$ cat src/logic/cdm_consts.vh
// Purpose: Shared constants of the capture DMA instruction sequencer
// Assumes: Included by bare name from every design file
// Notes: Definitions only
`ifndef CDM_CONSTS_VH
`define CDM_CONSTS_VH
// Opcodes
`define CDM_OP_WRITE 4'h1
`define CDM_OP_SKIP 4'h2
`define CDM_OP_CONT 4'h5
`define CDM_OP_JUMP 4'h7
`define CDM_OP_SYNC 4'h8
`define CDM_OP_PWRITE 4'h9
`define CDM_OP_PSKIP 4'hA
`define CDM_OP_LWCS 4'hB
// Instruction word fields
`define CDM_F_OP 31:28
`define CDM_F_CNT 11:0
`define CDM_F_CNT3 27:16
`define CDM_F_BE 15:12
`define CDM_F_SET 19:16
`define CDM_F_CLR 23:20
`define CDM_F_STAT 3:0
`define CDM_B_IRQ 24
`define CDM_B_EOL 26
`define CDM_B_SOL 27
`define CDM_B_REALIGN 15
// FIFO status codes
`define CDM_ST_PACKED 4'h6
`define CDM_ST_PLANAR 4'hE
`define CDM_ST_SOL 4'h2
`define CDM_ST_EVEN_END 4'h4
`define CDM_ST_ODD_END 4'hC
`define CDM_ST_PLAIN 4'h0
`define CDM_ST_EOL_MASK 2'h1
// Channel modes
`define CDM_M_SKIP 2'h0
`define CDM_M_WRITE 2'h1
`define CDM_M_SYNC 2'h2
// Register offsets
`define CDM_REG_CTRL 4'h0
`define CDM_REG_START 4'h4
`define CDM_REG_STATUS 4'h8
`define CDM_REG_PC 4'hC
// Reset values
`define CDM_RST_START 32'h00000000
`define CDM_RST_PSB 4'h0
`endif

$ cat src/logic/cdm_fetch.v
// Purpose: One-word instruction fetch through the PCI initiator
// Assumes: Initiator holds i_ack high one cycle with the word
// Notes: Request stays up until acknowledged
`include "cdm_consts.vh"
`default_nettype none
module cdm_fetch (
    // Clock and reset
    input wire i_mclk,
    input wire i_rst,
    // Sequencer side
    input wire i_go,
    input wire [31:0] i_addr,
    output reg [31:0] o_word,
    output reg o_done,
    // Initiator side
    output reg o_req,
    output reg [31:0] o_addr,
    input wire i_ack,
    input wire [31:0] i_data
);
    // Hold request until the initiator returns the word
    always @(posedge i_mclk) begin
        if (i_rst) begin
            o_req <= 1'b0;
            o_addr <= 32'h00000000;
            o_word <= 32'h00000000;
            o_done <= 1'b0;
        end else begin
            o_done <= 1'b0;
            if (i_go) begin
                o_req <= 1'b1;
                o_addr <= {i_addr[31:2], 2'h0};
            end else if (o_req && i_ack) begin
                o_req <= 1'b0;
                o_word <= i_data;
                o_done <= 1'b1;
            end
        end
    end
endmodule
`default_nettype wire

$ cat src/logic/cdm_chan.v
// Purpose: One FIFO channel: write, skip or sync at byte resolution
// Assumes: FIFO head is valid data; o_pop removes the head word
// Notes: Steps every other cycle since pop comes from a flop
`include "cdm_consts.vh"
`default_nettype none
module cdm_chan #(
    parameter CW = 12
) (
    // Clock and reset
    input wire i_mclk,
    input wire i_rst,
    // Command
    input wire i_start,
    input wire [1:0] i_mode,
    input wire [CW-1:0] i_count,
    input wire i_load_addr,
    input wire [31:0] i_addr,
    input wire [3:0] i_be,
    input wire [3:0] i_target,
    input wire i_abort,
    // FIFO head
    input wire i_valid,
    input wire [31:0] i_data,
    input wire [3:0] i_status,
    output reg o_pop,
    // Write request
    output reg o_wr_valid,
    output reg [31:0] o_wr_addr,
    output reg [31:0] o_wr_data,
    output reg [3:0] o_wr_be,
    input wire i_wr_ready,
    // State
    output wire o_busy,
    output reg o_early
);
    reg busy_q;
    reg [1:0] mode_q;
    reg [CW-1:0] rem_q;
    reg [31:0] addr_q;
    reg [1:0] off_q;
    wire eol_w;
    wire [2:0] lim_w;
    wire [2:0] avail_w;
    wire [2:0] n_w;
    wire [2:0] end_w;

    function [2:0] valid_bytes;
        input [3:0] s;
        begin
            case (s[3:2])
                2'h0: valid_bytes = 3'h4;
                2'h3: valid_bytes = 3'h3;
                2'h2: valid_bytes = 3'h2;
                default: valid_bytes = 3'h1;
            endcase
        end
    endfunction

    // Byte lanes from offset for a count
    function [3:0] lanes;
        input [1:0] off;
        input [2:0] n;
        reg [7:0] m;
        begin
            m = (8'h01 << n) - 8'h01;
            m = m << off;
            lanes = m[3:0];
        end
    endfunction

    // Bytes taken this step, ending mid-word where needed
    assign eol_w = (i_status[1:0] == `CDM_ST_EOL_MASK);
    assign lim_w = eol_w ? valid_bytes(i_status) : 3'h4;
    assign avail_w = lim_w - {1'b0, off_q};
    assign n_w = (rem_q < {{(CW-3){1'b0}}, avail_w}) ? rem_q[2:0] : avail_w;
    assign end_w = {1'b0, off_q} + n_w;
    assign o_busy = busy_q | o_wr_valid;

    // Channel sequencing
    always @(posedge i_mclk) begin
        if (i_rst) begin
            busy_q <= 1'b0;
            mode_q <= `CDM_M_SKIP;
            rem_q <= {CW{1'b0}};
            addr_q <= 32'h00000000;
            off_q <= 2'h0;
            o_pop <= 1'b0;
            o_wr_valid <= 1'b0;
            o_wr_addr <= 32'h00000000;
            o_wr_data <= 32'h00000000;
            o_wr_be <= 4'h0;
            o_early <= 1'b0;
        end else begin
            o_pop <= 1'b0;
            o_early <= 1'b0;
            if (i_start) begin
                mode_q <= i_mode;
                rem_q <= i_count;
                busy_q <= (i_mode == `CDM_M_SYNC) || (i_count != {CW{1'b0}});
                if (i_load_addr) begin
                    addr_q <= i_addr;
                    off_q <= i_addr[1:0];
                end
            end else if (i_abort) begin
                // Pending write still completes its handshake, else busy sticks
                busy_q <= 1'b0;
                if (i_wr_ready) begin
                    o_wr_valid <= 1'b0;
                end
            end else if (o_wr_valid) begin
                if (i_wr_ready) begin
                    o_wr_valid <= 1'b0;
                end
            end else if (busy_q && !o_pop && i_valid) begin
                if (mode_q == `CDM_M_SYNC) begin
                    o_pop <= 1'b1;
                    if (i_status == i_target) begin
                        busy_q <= 1'b0;
                    end
                end else begin
                    addr_q <= addr_q + {29'h0, n_w};
                    rem_q <= rem_q - {{(CW-3){1'b0}}, n_w};
                    off_q <= end_w[1:0];
                    if (end_w >= lim_w) begin
                        o_pop <= 1'b1;
                        off_q <= 2'h0;
                    end
                    if (mode_q == `CDM_M_WRITE) begin
                        o_wr_valid <= 1'b1;
                        o_wr_addr <= {addr_q[31:2], 2'h0};
                        o_wr_data <= i_data;
                        o_wr_be <= lanes(off_q, n_w) & i_be;
                    end
                    if (eol_w && rem_q > {{(CW-3){1'b0}}, n_w}) begin
                        busy_q <= 1'b0;
                        o_early <= 1'b1;
                        o_pop <= 1'b1;
                        off_q <= 2'h0;
                    end else if (rem_q == {{(CW-3){1'b0}}, n_w}) begin
                        busy_q <= 1'b0;
                    end
                end
            end
        end
    end
endmodule
`default_nettype wire

$ cat src/logic/cdm_seq.v
// Purpose: Fetch, decode and sequencing of the capture DMA program
// Assumes: Register port on i_mclk; FIFOs and initiator on i_mclk
// Notes: FIFO1 also carries the merged packed stream
`include "cdm_consts.vh"
`default_nettype none
module cdm_seq (
    // Clock and reset
    input wire i_mclk,
    input wire i_rst,
    // Register port
    input wire [3:0] i_addr,
    input wire [31:0] i_wdata,
    input wire i_wr,
    input wire i_rd,
    output reg [31:0] o_rdata,
    // Instruction fetch through the initiator
    output wire o_fetch_req,
    output wire [31:0] o_fetch_addr,
    input wire i_fetch_ack,
    input wire [31:0] i_fetch_data,
    // FIFO heads
    input wire [2:0] i_fifo_valid,
    input wire [95:0] i_fifo_data,
    input wire [11:0] i_fifo_status,
    output wire [2:0] o_fifo_pop,
    // Pixel write requests, one per FIFO
    output wire [2:0] o_wr_valid,
    output wire [95:0] o_wr_addr,
    output wire [95:0] o_wr_data,
    output wire [11:0] o_wr_be,
    input wire [2:0] i_wr_ready,
    // Events
    output reg o_instr_irq,
    output reg o_error_irq
);
    localparam S_IDLE = 3'h0;
    localparam S_FETCH = 3'h1;
    localparam S_WAITF = 3'h2;
    localparam S_EXEC = 3'h3;
    localparam S_RUN = 3'h4;
    localparam S_DONE = 3'h5;
    localparam S_HALT = 3'h6;

    reg [2:0] state_q;
    reg [31:0] pc_q;
    reg [31:0] start_q;
    reg [31:0] iw_q [0:4];
    reg [2:0] widx_q;
    reg [2:0] len_q;
    reg jumped_q;
    reg abort_q;
    reg planar_q;
    reg [3:0] psb_q;
    reg fgo_q;
    reg [2:0] go_q;
    reg [2:0] abort_ch_q;
    reg [1:0] m1_q;
    reg [1:0] m23_q;
    reg [11:0] c1_q;
    reg [11:0] c23_q;
    reg ld_q;
    reg [31:0] a1_q;
    reg [31:0] a2_q;
    reg [31:0] a3_q;
    wire [31:0] fword;
    wire fdone;
    wire [2:0] busy;
    wire [2:0] early;
    wire [3:0] op;
    wire [2:0] flen;
    wire [31:0] w0;

    // Words per opcode; zero marks an illegal opcode
    function [2:0] ilen;
        input [3:0] o;
        begin
            case (o)
                `CDM_OP_WRITE: ilen = 3'h2;
                `CDM_OP_PWRITE: ilen = 3'h5;
                `CDM_OP_LWCS: ilen = 3'h3;
                `CDM_OP_CONT: ilen = 3'h1;
                `CDM_OP_SKIP: ilen = 3'h1;
                `CDM_OP_PSKIP: ilen = 3'h2;
                `CDM_OP_JUMP: ilen = 3'h2;
                `CDM_OP_SYNC: ilen = 3'h2;
                default: ilen = 3'h0;
            endcase
        end
    endfunction

    // Status codes a sync may name
    function stat_ok;
        input [3:0] s;
        begin
            case (s)
                `CDM_ST_PACKED, `CDM_ST_PLANAR, `CDM_ST_SOL,
                `CDM_ST_EVEN_END, `CDM_ST_ODD_END, `CDM_ST_PLAIN,
                4'h1, 4'hD, 4'h9, 4'h5: stat_ok = 1'b1;
                default: stat_ok = 1'b0;
            endcase
        end
    endfunction

    assign w0 = iw_q[0];
    assign op = w0[`CDM_F_OP];
    assign flen = ilen(fword[`CDM_F_OP]);

    cdm_fetch u_fetch (
        .i_mclk(i_mclk),
        .i_rst(i_rst),
        .i_go(fgo_q),
        .i_addr(pc_q + {27'h0, widx_q, 2'h0}),
        .o_word(fword),
        .o_done(fdone),
        .o_req(o_fetch_req),
        .o_addr(o_fetch_addr),
        .i_ack(i_fetch_ack),
        .i_data(i_fetch_data)
    );

    // Three channels; FIFO2 and FIFO3 share one count
    genvar g;
    generate
        for (g = 0; g < 3; g = g + 1) begin : g_ch
            cdm_chan #(.CW(12)) u_chan (
                .i_mclk(i_mclk),
                .i_rst(i_rst),
                .i_start(go_q[g]),
                .i_mode(g == 0 ? m1_q : m23_q),
                .i_count(g == 0 ? c1_q : c23_q),
                .i_load_addr(ld_q),
                .i_addr(g == 0 ? a1_q : (g == 1 ? a2_q : a3_q)),
                .i_be(w0[`CDM_F_BE]),
                .i_target(w0[`CDM_F_STAT]),
                .i_abort(abort_ch_q[g]),
                .i_valid(i_fifo_valid[g]),
                .i_data(i_fifo_data[32*g+31:32*g]),
                .i_status(i_fifo_status[4*g+3:4*g]),
                .o_pop(o_fifo_pop[g]),
                .o_wr_valid(o_wr_valid[g]),
                .o_wr_addr(o_wr_addr[32*g+31:32*g]),
                .o_wr_data(o_wr_data[32*g+31:32*g]),
                .o_wr_be(o_wr_be[4*g+3:4*g]),
                .i_wr_ready(i_wr_ready[g]),
                .o_busy(busy[g]),
                .o_early(early[g])
            );
        end
    endgenerate

    // Register reads answer one cycle after the strobe
    always @(posedge i_mclk) begin
        if (i_rst) begin
            o_rdata <= 32'h00000000;
        end else if (i_rd) begin
            case (i_addr)
                `CDM_REG_CTRL: o_rdata <= {31'h0, state_q != S_IDLE && state_q != S_HALT};
                `CDM_REG_START: o_rdata <= start_q;
                `CDM_REG_STATUS: o_rdata <= {21'h0, w0[`CDM_B_REALIGN], abort_q,
                    planar_q, state_q == S_HALT, state_q, psb_q};
                `CDM_REG_PC: o_rdata <= pc_q;
                default: o_rdata <= 32'h00000000;
            endcase
        end else begin
            o_rdata <= 32'h00000000;
        end
    end

    // Program sequencer
    always @(posedge i_mclk) begin
        if (i_rst) begin
            state_q <= S_IDLE;
            pc_q <= `CDM_RST_START;
            start_q <= `CDM_RST_START;
            widx_q <= 3'h0;
            len_q <= 3'h0;
            jumped_q <= 1'b0;
            abort_q <= 1'b0;
            planar_q <= 1'b0;
            psb_q <= `CDM_RST_PSB;
            fgo_q <= 1'b0;
            go_q <= 3'h0;
            abort_ch_q <= 3'h0;
            m1_q <= `CDM_M_SKIP;
            m23_q <= `CDM_M_SKIP;
            c1_q <= 12'h000;
            c23_q <= 12'h000;
            ld_q <= 1'b0;
            a1_q <= 32'h00000000;
            a2_q <= 32'h00000000;
            a3_q <= 32'h00000000;
            o_instr_irq <= 1'b0;
            o_error_irq <= 1'b0;
            iw_q[0] <= 32'h00000000;
            iw_q[1] <= 32'h00000000;
            iw_q[2] <= 32'h00000000;
            iw_q[3] <= 32'h00000000;
            iw_q[4] <= 32'h00000000;
        end else begin
            fgo_q <= 1'b0;
            go_q <= 3'h0;
            abort_ch_q <= 3'h0;
            o_instr_irq <= 1'b0;
            o_error_irq <= 1'b0;
            if (i_wr && i_addr == `CDM_REG_START) begin
                start_q <= i_wdata;
            end
            // Only a control register write leaves halt
            if (i_wr && i_addr == `CDM_REG_CTRL) begin
                if (i_wdata[0]) begin
                    pc_q <= {start_q[31:2], 2'h0};
                    widx_q <= 3'h0;
                    abort_q <= 1'b0;
                    fgo_q <= 1'b1;
                    state_q <= S_WAITF;
                end else begin
                    abort_ch_q <= 3'h7;
                    state_q <= S_IDLE;
                end
            end else begin
                case (state_q)
                    S_FETCH: begin
                        fgo_q <= 1'b1;
                        state_q <= S_WAITF;
                    end
                    S_WAITF: begin
                        if (fdone) begin
                            iw_q[widx_q] <= fword;
                            if (widx_q == 3'h0) begin
                                len_q <= flen;
                            end
                            if (widx_q == 3'h0 && flen == 3'h0) begin
                                o_error_irq <= 1'b1;
                                state_q <= S_HALT;
                            end else if (widx_q + 3'h1 == (widx_q == 3'h0 ? flen : len_q)) begin
                                state_q <= S_EXEC;
                            end else begin
                                widx_q <= widx_q + 3'h1;
                                state_q <= S_FETCH;
                            end
                        end
                    end
                    S_EXEC: begin
                        jumped_q <= 1'b0;
                        state_q <= S_RUN;
                        ld_q <= 1'b1;
                        c1_q <= w0[`CDM_F_CNT];
                        // One count for both chroma FIFOs
                        c23_q <= iw_q[1][`CDM_F_CNT];
                        a1_q <= iw_q[1];
                        a2_q <= iw_q[3];
                        a3_q <= iw_q[4];
                        m1_q <= `CDM_M_SKIP;
                        m23_q <= `CDM_M_SKIP;
                        if (abort_q && op != `CDM_OP_JUMP && op != `CDM_OP_SYNC) begin
                            // Drop instructions up to line end
                            if (w0[`CDM_B_EOL]) begin
                                abort_q <= 1'b0;
                            end
                            state_q <= S_DONE;
                        end else begin
                            case (op)
                                `CDM_OP_WRITE: begin
                                    m1_q <= `CDM_M_WRITE;
                                    go_q <= 3'h1;
                                end
                                `CDM_OP_CONT: begin
                                    m1_q <= `CDM_M_WRITE;
                                    ld_q <= 1'b0;
                                    go_q <= 3'h1;
                                end
                                `CDM_OP_SKIP: begin
                                    ld_q <= 1'b0;
                                    go_q <= 3'h1;
                                end
                                `CDM_OP_PWRITE: begin
                                    m1_q <= `CDM_M_WRITE;
                                    m23_q <= `CDM_M_WRITE;
                                    a1_q <= iw_q[2];
                                    go_q <= 3'h7;
                                end
                                `CDM_OP_LWCS: begin
                                    m1_q <= `CDM_M_WRITE;
                                    a1_q <= iw_q[2];
                                    go_q <= 3'h7;
                                end
                                `CDM_OP_PSKIP: begin
                                    ld_q <= 1'b0;
                                    go_q <= 3'h7;
                                end
                                `CDM_OP_JUMP: begin
                                    pc_q <= {iw_q[1][31:2], 2'h0};
                                    jumped_q <= 1'b1;
                                    state_q <= S_DONE;
                                end
                                default: begin
                                    if (!stat_ok(w0[`CDM_F_STAT])) begin
                                        o_error_irq <= 1'b1;
                                        state_q <= S_HALT;
                                    end else begin
                                        m1_q <= `CDM_M_SYNC;
                                        m23_q <= `CDM_M_SYNC;
                                        ld_q <= 1'b0;
                                        go_q <= (w0[`CDM_F_STAT] == `CDM_ST_PLANAR) ? 3'h7 : 3'h1;
                                    end
                                end
                            endcase
                        end
                    end
                    S_RUN: begin
                        // Abort siblings; skip on unless line end here
                        if (early != 3'h0) begin
                            abort_ch_q <= 3'h7;
                            if (!w0[`CDM_B_EOL]) begin
                                abort_q <= 1'b1;
                            end
                        end
                        if (go_q == 3'h0 && busy == 3'h0) begin
                            // Format taken from matched FIFO marker
                            if (op == `CDM_OP_SYNC && w0[`CDM_F_STAT] == `CDM_ST_PACKED) begin
                                planar_q <= 1'b0;
                            end
                            if (op == `CDM_OP_SYNC && w0[`CDM_F_STAT] == `CDM_ST_PLANAR) begin
                                planar_q <= 1'b1;
                            end
                            state_q <= S_DONE;
                        end
                    end
                    S_DONE: begin
                        o_instr_irq <= w0[`CDM_B_IRQ];
                        psb_q <= (psb_q & ~w0[`CDM_F_CLR]) | w0[`CDM_F_SET];
                        // Step past this instruction and fetch
                        if (!jumped_q) begin
                            pc_q <= pc_q + {27'h0, len_q, 2'h0};
                        end
                        jumped_q <= 1'b0;
                        widx_q <= 3'h0;
                        state_q <= S_FETCH;
                    end
                    default: begin
                        state_q <= state_q;
                    end
                endcase
            end
        end
    end
endmodule
`default_nettype wire

$ cat config.mk
export PLATFORM = sky130hd
export DESIGN_NAME = cdm_seq
export DESIGN_NICKNAME = d
export VERILOG_FILES = /design/src/logic/cdm_fetch.v /design/src/logic/cdm_chan.v /design/src/logic/cdm_seq.v
export VERILOG_INCLUDE_DIRS = /design/src /design/src/logic
export SDC_FILE = /design/constraint.sdc
export NUM_CORES = 2
export LEC_CHECK = 0
export BUFFER_PORTS_ARGS = -buffer_cell sky130_fd_sc_hd__buf_2
export CAP_MARGIN = 40
export CORE_ASPECT_RATIO = 1.1
export CORE_UTILIZATION = 57
export CTS_CLUSTER_SIZE = 28
export DETAILED_ROUTE_END_ITERATION = 8
export PLACE_DENSITY = 0.79
export SKIP_LAST_GASP = 1
export SYNTH_ARGS = -nofsm -noshare
export SYNTH_HDL_FRONTEND = slang
export SYNTH_SLANG_ARGS = --single-unit
$ cat constraint.sdc
create_clock -name i_mclk -period 5.6 [get_ports i_mclk]
set_input_delay 0.28 -clock i_mclk [delete_from_list [all_inputs] [get_ports i_mclk]]
set_output_delay 0.28 -clock i_mclk [all_outputs]
set_load 0.01 [all_outputs]
Word level (Yosys, flattened, before mapping). Memories as Yosys holds them, arrays and structs flattened. A register that Yosys moved wholly into a read port is not among the register bits. Cells that the tools add are included.

$add $sub $neg: 18. Order comparisons: 9. Equality and inequality tests: 79. Shift-type cells: 6. Muxes and demuxes: 204. Bitwise logic cells: 29. Reductions and logical operators: 99.

Operators by type and width (number): 2-to-1 mux 32 bit (26); 2-to-1 mux 12 bit (15); case mux 32 bit (4 select lines) (1); adder 32 x 3 -> 32 bit (3); 2-to-1 mux 1 bit (92); 2-to-1 mux 3 bit (23); adder 32 x 5 -> 32 bit (2); case mux 32 bit (2 select lines) (1); 2-to-1 mux 2 bit (31); inequality test 3 bit, second input constant (14); equality test 12 x 3 -> 1 bit (3); > comparator 12 x 3 -> 1 bit (3); < comparator 12 x 3 -> 1 bit (3); case mux 3 bit (3 select lines) (4); subtractor 12 x 3 -> 12 bit (3); OR reduction 32 bit (1); OR reduction 6 bit (5); equality test 4 bit, second input constant (7); AND reduction 4 bit (7); inequality test 2 bit, second input constant (13); AND reduction 5 bit (5); AND reduction 6 bit (4); nonzero test 12 bit (2); nonzero test 3 bit (8); 47 further kinds (168).

Register bits after elaboration: 600. RAM bits: 160. Bits in read-only memories: 64. Bits of input ports: 187. Memories: 3.

Memory list: iw_q (depth 5, bits a word 32, rd ports 5, clocked after memory_dff 2, wr ports 5, line cdm_seq.v:47) `reg [31:0] iw_q [0:4];`; (name not given) (depth 16, bits a word 3, rd ports 1, clocked after memory_dff 1, wr ports 0, line cdm_seq.v:77) `case (o)`; (name not given) (depth 16, bits a word 1, rd ports 1, clocked after memory_dff 0, wr ports 0, line cdm_seq.v:95) `case (s)`.

Logic depth before layout (Yosys ltp).
Depth in word-level cells: 15. Depth in mapped cells: 24.

By module. From an unflattened synthesis, not the netlist that was laid out.

Cell total of the unflattened synthesis: 4342. Area total of the unflattened synthesis: 37845.0 um2.

By module, submodules not included: cdm_seq (times used 1, cells each 1767, area each 17062.6 um2, seq. area each 9569.2 um2); cdm_chan (g_ch[0].u_chan ...) (times used 2, cells each 756, area each 5948.2 um2, seq. area each 2362.3 um2); cdm_chan (g_ch[1].u_chan) (times used 1, cells each 817, area each 6312.3 um2, seq. area each 2362.3 um2); cdm_fetch (times used 1, cells each 246, area each 2573.7 um2, seq. area each 1281.2 um2).

Worst setup path before layout. No wires, ideal clock.

Path kind: input-to-reg. Start: input i_fifo_status[4]. End: register g_ch[1].u_chan.off_q[1]. Arrival: 4.641 ns. Required time: 5.505 ns. Setup slack: 0.864 ns. Cell stages on the path: 24. Path buffers: 2. Cell sequence: nor2b_1 > nand2_1 > ha_1 > inv_1 > fa_1 > clkbuf_1 > inv_1 > ha_1 > o21ai_0 > nand2b_1 > a31oi_1 > o21bai_1 > clkbuf_1 > nor2_1 > a21oi_1 > ha_1 > inv_1 > fa_1 > inv_1 > ha_1 > a21o_1 > a21oi_1 > nand4_1 > a221oi_1.

Word-level cells in the longest chain between the ends: 14. Elaborated cells between the ends (all ways): 16.

Ends and longest elaborated chain: start, declared (line cdm_seq.v:24) `input wire [11:0] i_fifo_status,`; equality test 2 x 1 -> 1 bit (no line) *; 2-to-1 mux 3 bit (line cdm_chan.v:73) `assign lim_w = eol_w ? valid_bytes(i_status) : 3'h4;`; subtractor 3 x 2 -> 3 bit (line cdm_chan.v:74) `assign avail_w = lim_w - {1'b0, off_q};`; < comparator 12 x 3 -> 1 bit (line cdm_chan.v:75) `assign n_w = (rem_q < {{(CW-3){1'b0}}, avail_w}) ? rem_q[2:0] : avail_w;`; 2-to-1 mux 3 bit (line cdm_chan.v:75); adder 2 x 3 -> 3 bit (line cdm_chan.v:76) `assign end_w = {1'b0, off_q} + n_w;`; >= comparator 3 bit (line cdm_chan.v:124) `if (end_w >= lim_w) begin`; 2-to-1 mux 2 bit (line cdm_chan.v:124); 2-to-1 mux 2 bit * (line cdm_chan.v:134) `if (eol_w && rem_q > {{(CW-3){1'b0}}, n_w}) begin`; 2-to-1 mux 2 bit * (line cdm_chan.v:115) `` if (mode_q == `CDM_M_SYNC) begin ``; 2-to-1 mux 2 bit * (line cdm_chan.v:114) `end else if (busy_q && !o_pop && i_valid) begin`; 2-to-1 mux 2 bit * (line cdm_chan.v:110) `end else if (o_wr_valid) begin`; 2-to-1 mux 2 bit * (line cdm_chan.v:104) `end else if (i_abort) begin`; 2-to-1 mux 2 bit * (line cdm_chan.v:96) `if (i_start) begin`; end signal, assigned (line cdm_chan.v:102) `off_q <= i_addr[1:0];`; end signal, assigned (line cdm_chan.v:123) `off_q <= end_w[1:0];`; end, declared (line cdm_chan.v:40) `reg [1:0] off_q;`.

Mark *: on every way between the ends. The rest lies on a longest branch, timed or not. The select of a mux whose other input is x is not followed. A chain may end at the register's enable or synchronous reset.

Final worst setup path.
Start: register g_ch[2].u_chan.off_q[0]. End: register g_ch[2].u_chan.off_q[0].

Word-level cells in the longest chain between the ends: 12. Elaborated cells between the ends (all ways): 14.

Ends and longest elaborated chain (line): start, declared (cdm_chan.v:40); start signal, assigned (cdm_chan.v:102); start signal, assigned (cdm_chan.v:123); subtractor 3 x 2 -> 3 bit (cdm_chan.v:74); < comparator 12 x 3 -> 1 bit (cdm_chan.v:75); 2-to-1 mux 3 bit (cdm_chan.v:75); adder 2 x 3 -> 3 bit (cdm_chan.v:76); >= comparator 3 bit (cdm_chan.v:124); 2-to-1 mux 2 bit (cdm_chan.v:124); 2-to-1 mux 2 bit * (cdm_chan.v:134); 2-to-1 mux 2 bit * (cdm_chan.v:115); 2-to-1 mux 2 bit * (cdm_chan.v:114); 2-to-1 mux 2 bit * (cdm_chan.v:110); 2-to-1 mux 2 bit * (cdm_chan.v:104); 2-to-1 mux 2 bit * (cdm_chan.v:96).

Marks and branches as above.

==> metrics.md <==
| Metric | Value |
|---|---|
| Commonest cells post-synth | 884 x nand2_1, 660 x dfxtp_1, 499 x a21oi_1 |
| Post-DRT Antenna Nets | 0 |
| WL per Instance | 20.17 um |
| GRT Overall Usage | about 34% |
| Resized cells post-CTS | 0 |
| Setup TNS | 0 ns |
| Period utilisation layout | between 90 and 100% |
| Post-synth EDFFs | 158 |
| Drc violations | 0 |
| Xor/xnor cell area share of the yosys netlist | about 2.0% |
| Critical Path Source Type | register |
| Placed cell areas | between 30000 and 40000 um2 |
| Synth Flop Type | dfxtp_1 |
| CP Class | register to register |
| Met1 Usage GRT | about 44% |
| Status | completed |
| Port Buffers | about 460 |
| Core area | around 64000 um2 |
| Crit path DAT | 5.57 ns |
| Mapped cell area | 36720 um2 |
| Area growth syn-to-layout | 19.74% |
| CP Capture Type | register |
| CTS H-Tree Depth | 3 |
| Clock transition at path regs | 0.07 ns |
| Initial core utilization | between 50 and 60% |
| RePlAce Congestion | between 0.9 and 1 |
| Power Total | approximately 12000 uW |
| Final Max Tran Viols | 0 |
| RSZ-0062 raised after global routing | false |
| Cts bufs inserted | just over 80 |
| Final setup vio count | 0 |
| Fin crit period | between 5 and 6 ns |
| Gr busiest metal | met2 |
| Worst-Margin Slew | 1.146 ns |
| DP Wirelength | about 76 mm |
| Area of the die | 65450 um2 |
| Largest area contributor in the netlist | dfxtp_1 |
| Most common cell in the synthesized netlist | nand2_1 |
| # IOs | around 460 |
| Adder-Cell Fraction of Synth Area | ~2.2% |
| Via-to-Cell Ratio | 6.009 |
| Met3 Use GR | 6.801% |
| Peak Freq | 0.1983 GHz |
| Die Span X | 244.0 um |
| Yosys reg bits | 818 |
| Setup WS pre-CTS | roughly 0.28 ns |
| Synth cell types | 97 |
| Vias in the first global route | 31520 |
| Die Span Y | roughly 270 um |
| Post-Synth Simple-Gate Area | 21.90% |
| Proportion of synthesized area in mux cells | ~2.6% |
| CTS Buffer Depth | 3 |
| Async set or reset register ratio after synthesis | 0% |
| Grt ovf | 0 |
| Final wirelength | approximately 110 mm |
| Ranking of synthesized cells by area | dfxtp_1 36%, edfxtp_1 13%, nand2_1 9.0% |
| Required time worst endpoint | 6.13 ns |
| Max_slew headroom | roughly a quarter |
| Vias after detailed routing | about 34000 |
| Design area | 43970 um2 |
| Final Hold Viols | 0 |
| Initial antenna violation count | 6 |
| Starting DRC count in detailed routing | 3499 |
| Fraction of layout cells with a size suffix above 1 | roughly 15% |
| Peak supply drop | approximately 250 uV |
| Yosys top cell area share | a little over a third |
| Syn avg cell area | 8.505 um2 |
| Pre-Repair DR Iteration Count | 8 |
| Pin count of the biggest net entering global routing | 187 |
| Max FO, Critical Path | 9 |
| Seq/Total Area, Yosys | 48.90% |
| CTS tree | built |
| Max_cap viols | 0 |
| Setup Buffers After CTS | 0 |
| Clk_skew | 0.02483 ns |
| CTS root buffer | clkbuf_16 |
| GRT met2 Usage | a little over half |
| Clk sink count | between 800 and 900 |
| Worst-skew pair later-pin latency | between 0.6 and 0.7 ns |
| Pwr/cell area | ~280 nW/um2 |
| Row count | 97 |
| Compound-cell area share of the yosys netlist | 17.92% |
| LEAKAGE | between 0.015 and 0.02 uW |
| Yosys warnings | 0 |
| Largest family of logic cells by synthesized area | simple AND/OR/NAND/NOR gates |
| Nets | approximately 5000 |
| HP Class | input pin to register |
| Gate Count Post-Synth | around 4300 |
| First-pass GRT wire length | 175.1 mm |
| Final WS setup | ~0.56 ns |
-- layer usage --
layer  part of all wire, %  vias to the layer above  wire length [um]
li1                      -                    16040                 -
met1                    40                    16080             46150
met2                    47                     1727             53350
met3                   9.5                      279             10860
met4                   3.7                        4              4203
met5                 0.023                        -                26
-- through the flow --
| stage | util [%] | hold slack, ns | instances |
|---|---|---|---|
| CTS | 68.99 | 0.05894 | 5674 |
| finish | 69.01 | 0.09028 | 5680 |
| floorplan | - | 0.4160 | 4325 |
| global route | 68.99 | 0.1052 | 5675 |
| detailed placement | 62.00 | 0.4430 | 5361 |
| global placement | 61.69 | 0.4361 | 5351 |
-- path summary, 6_finish.rpt --
kind,slack [ns],from,depth (start not counted),endpoint
worst max-delay path,0.56,g_ch[2].u_chan.off_q[0]$_SDFFE_PP0P_,20,g_ch[2].u_chan.off_q[0]$_SDFFE_PP0P_
worst min-delay path,0.09,i_fifo_valid[2],3,g_ch[2].u_chan.o_pop$_SDFF_PP0_
worst max register to register,0.56,g_ch[2].u_chan.off_q[0]$_SDFFE_PP0P_,20,g_ch[2].u_chan.off_q[0]$_SDFFE_PP0P_
worst min register to register,0.45,a3_q[17]$_SDFFE_PP0P_,2,a3_q[17]$_SDFFE_PP0P_
-- report_power, final --
| part | internal (uW) | switching, uW | leakage (uW) |
|---|---|---|---|
| clock network | 3430 | 2380 | 0.00137 |
| registers | 6050 | 68.9 | 0.00695 |
| logic | 227 | 290 | 0.00802 |
-- flip-flops by register name, indices dropped and copies added, names as in the netlist, 32 cells and up --
register	count
g_ch.u_chan.o_wr_data	96
o_rdata	32
g_ch.u_chan.o_wr_addr	90
g_ch.u_chan.addr_q	96
start_q	32
a2_q	32
u_fetch.o_word	32
a1_q	32
g_ch.u_chan.rem_q	36
iw_q	158
a3_q	32
-- final cells by class --
type / instances / area, um2
clock inverter: 32 / 450.4
antenna: 6 / 15.01
tap: 841 / 1052
sequential: 818 / 17960
fill: 5060 / 19740
clock buffer: 119 / 2385
multi-input combinational: 3086 / 17220
timing repair buffer: 683 / 4533
inverter: 95 / 356.6
-- worst max-delay path, stage by stage (launching register included) --
cell and delay [ns]:
dfxtp_1 0.50, ha_1 0.20, inv_1 0.05, fa_1 0.50
inv_1 0.10, ha_1 0.28, o21ai_0 0.07, nand2b_1 0.10
a31o_2 0.22, a21o_1 0.39, nor2_1 0.08, a21oi_1 0.34
ha_1 0.23, inv_1 0.05, fa_1 0.49, inv_1 0.05
ha_1 0.26, a21o_1 0.16, a211oi_1 0.42, nand3_1 0.14
a311oi_1 0.29
-- cell families (layout without fill, tap and decap cells) --
logic type                 after synthesis  count (layout)
buffers and inverters                  421             929
xor gates and xnor gates                84              84
and+or+nand+nor                       1783            1783
muxes                                   89              89
other                                    1              14
AOI/OAI and AO/OA                     1062            1062
DFF                                    818             818
adders and majority gates               60              60
-- what timing repair did --
item	in CTS	in global routing
hold buffers	162	0
hold endpoints to repair	162	0
endpoints found under the setup margin	0	0
-- cell usage in the layout (no fill, tap or decap), types with 13 or more instances in the layout --
cell             n
nor2_1         309
o211ai_1        15
a211oi_1       103
inv_1           92
a21boi_0        14
and3_1          69
o31ai_1         13
a311oi_1        37
a21oi_1        499
a21o_1          17
o21a_1          17
mux2i_1         74
xnor2_1         49
dlygate4sd3_1  162
xor2_1          35
buf_2          455
nor3_1          78
edfxtp_1       158
a221oi_1        18
ha_1            49
a22oi_1         38
buf_4           56
o21ai_0        129
or3_1           31
nand2_1        881
o22ai_1         18
clkbuf_16       85
nand4_1         43
and2_1         135
clkbuf_1        21
nor4_1          41
a31oi_1         28
nand3_1         87
dfxtp_1        658
nand2b_1        17
clkbuf_8        13
nor2b_1         16
No activity file was read; power rests on OpenSTA's default activity.
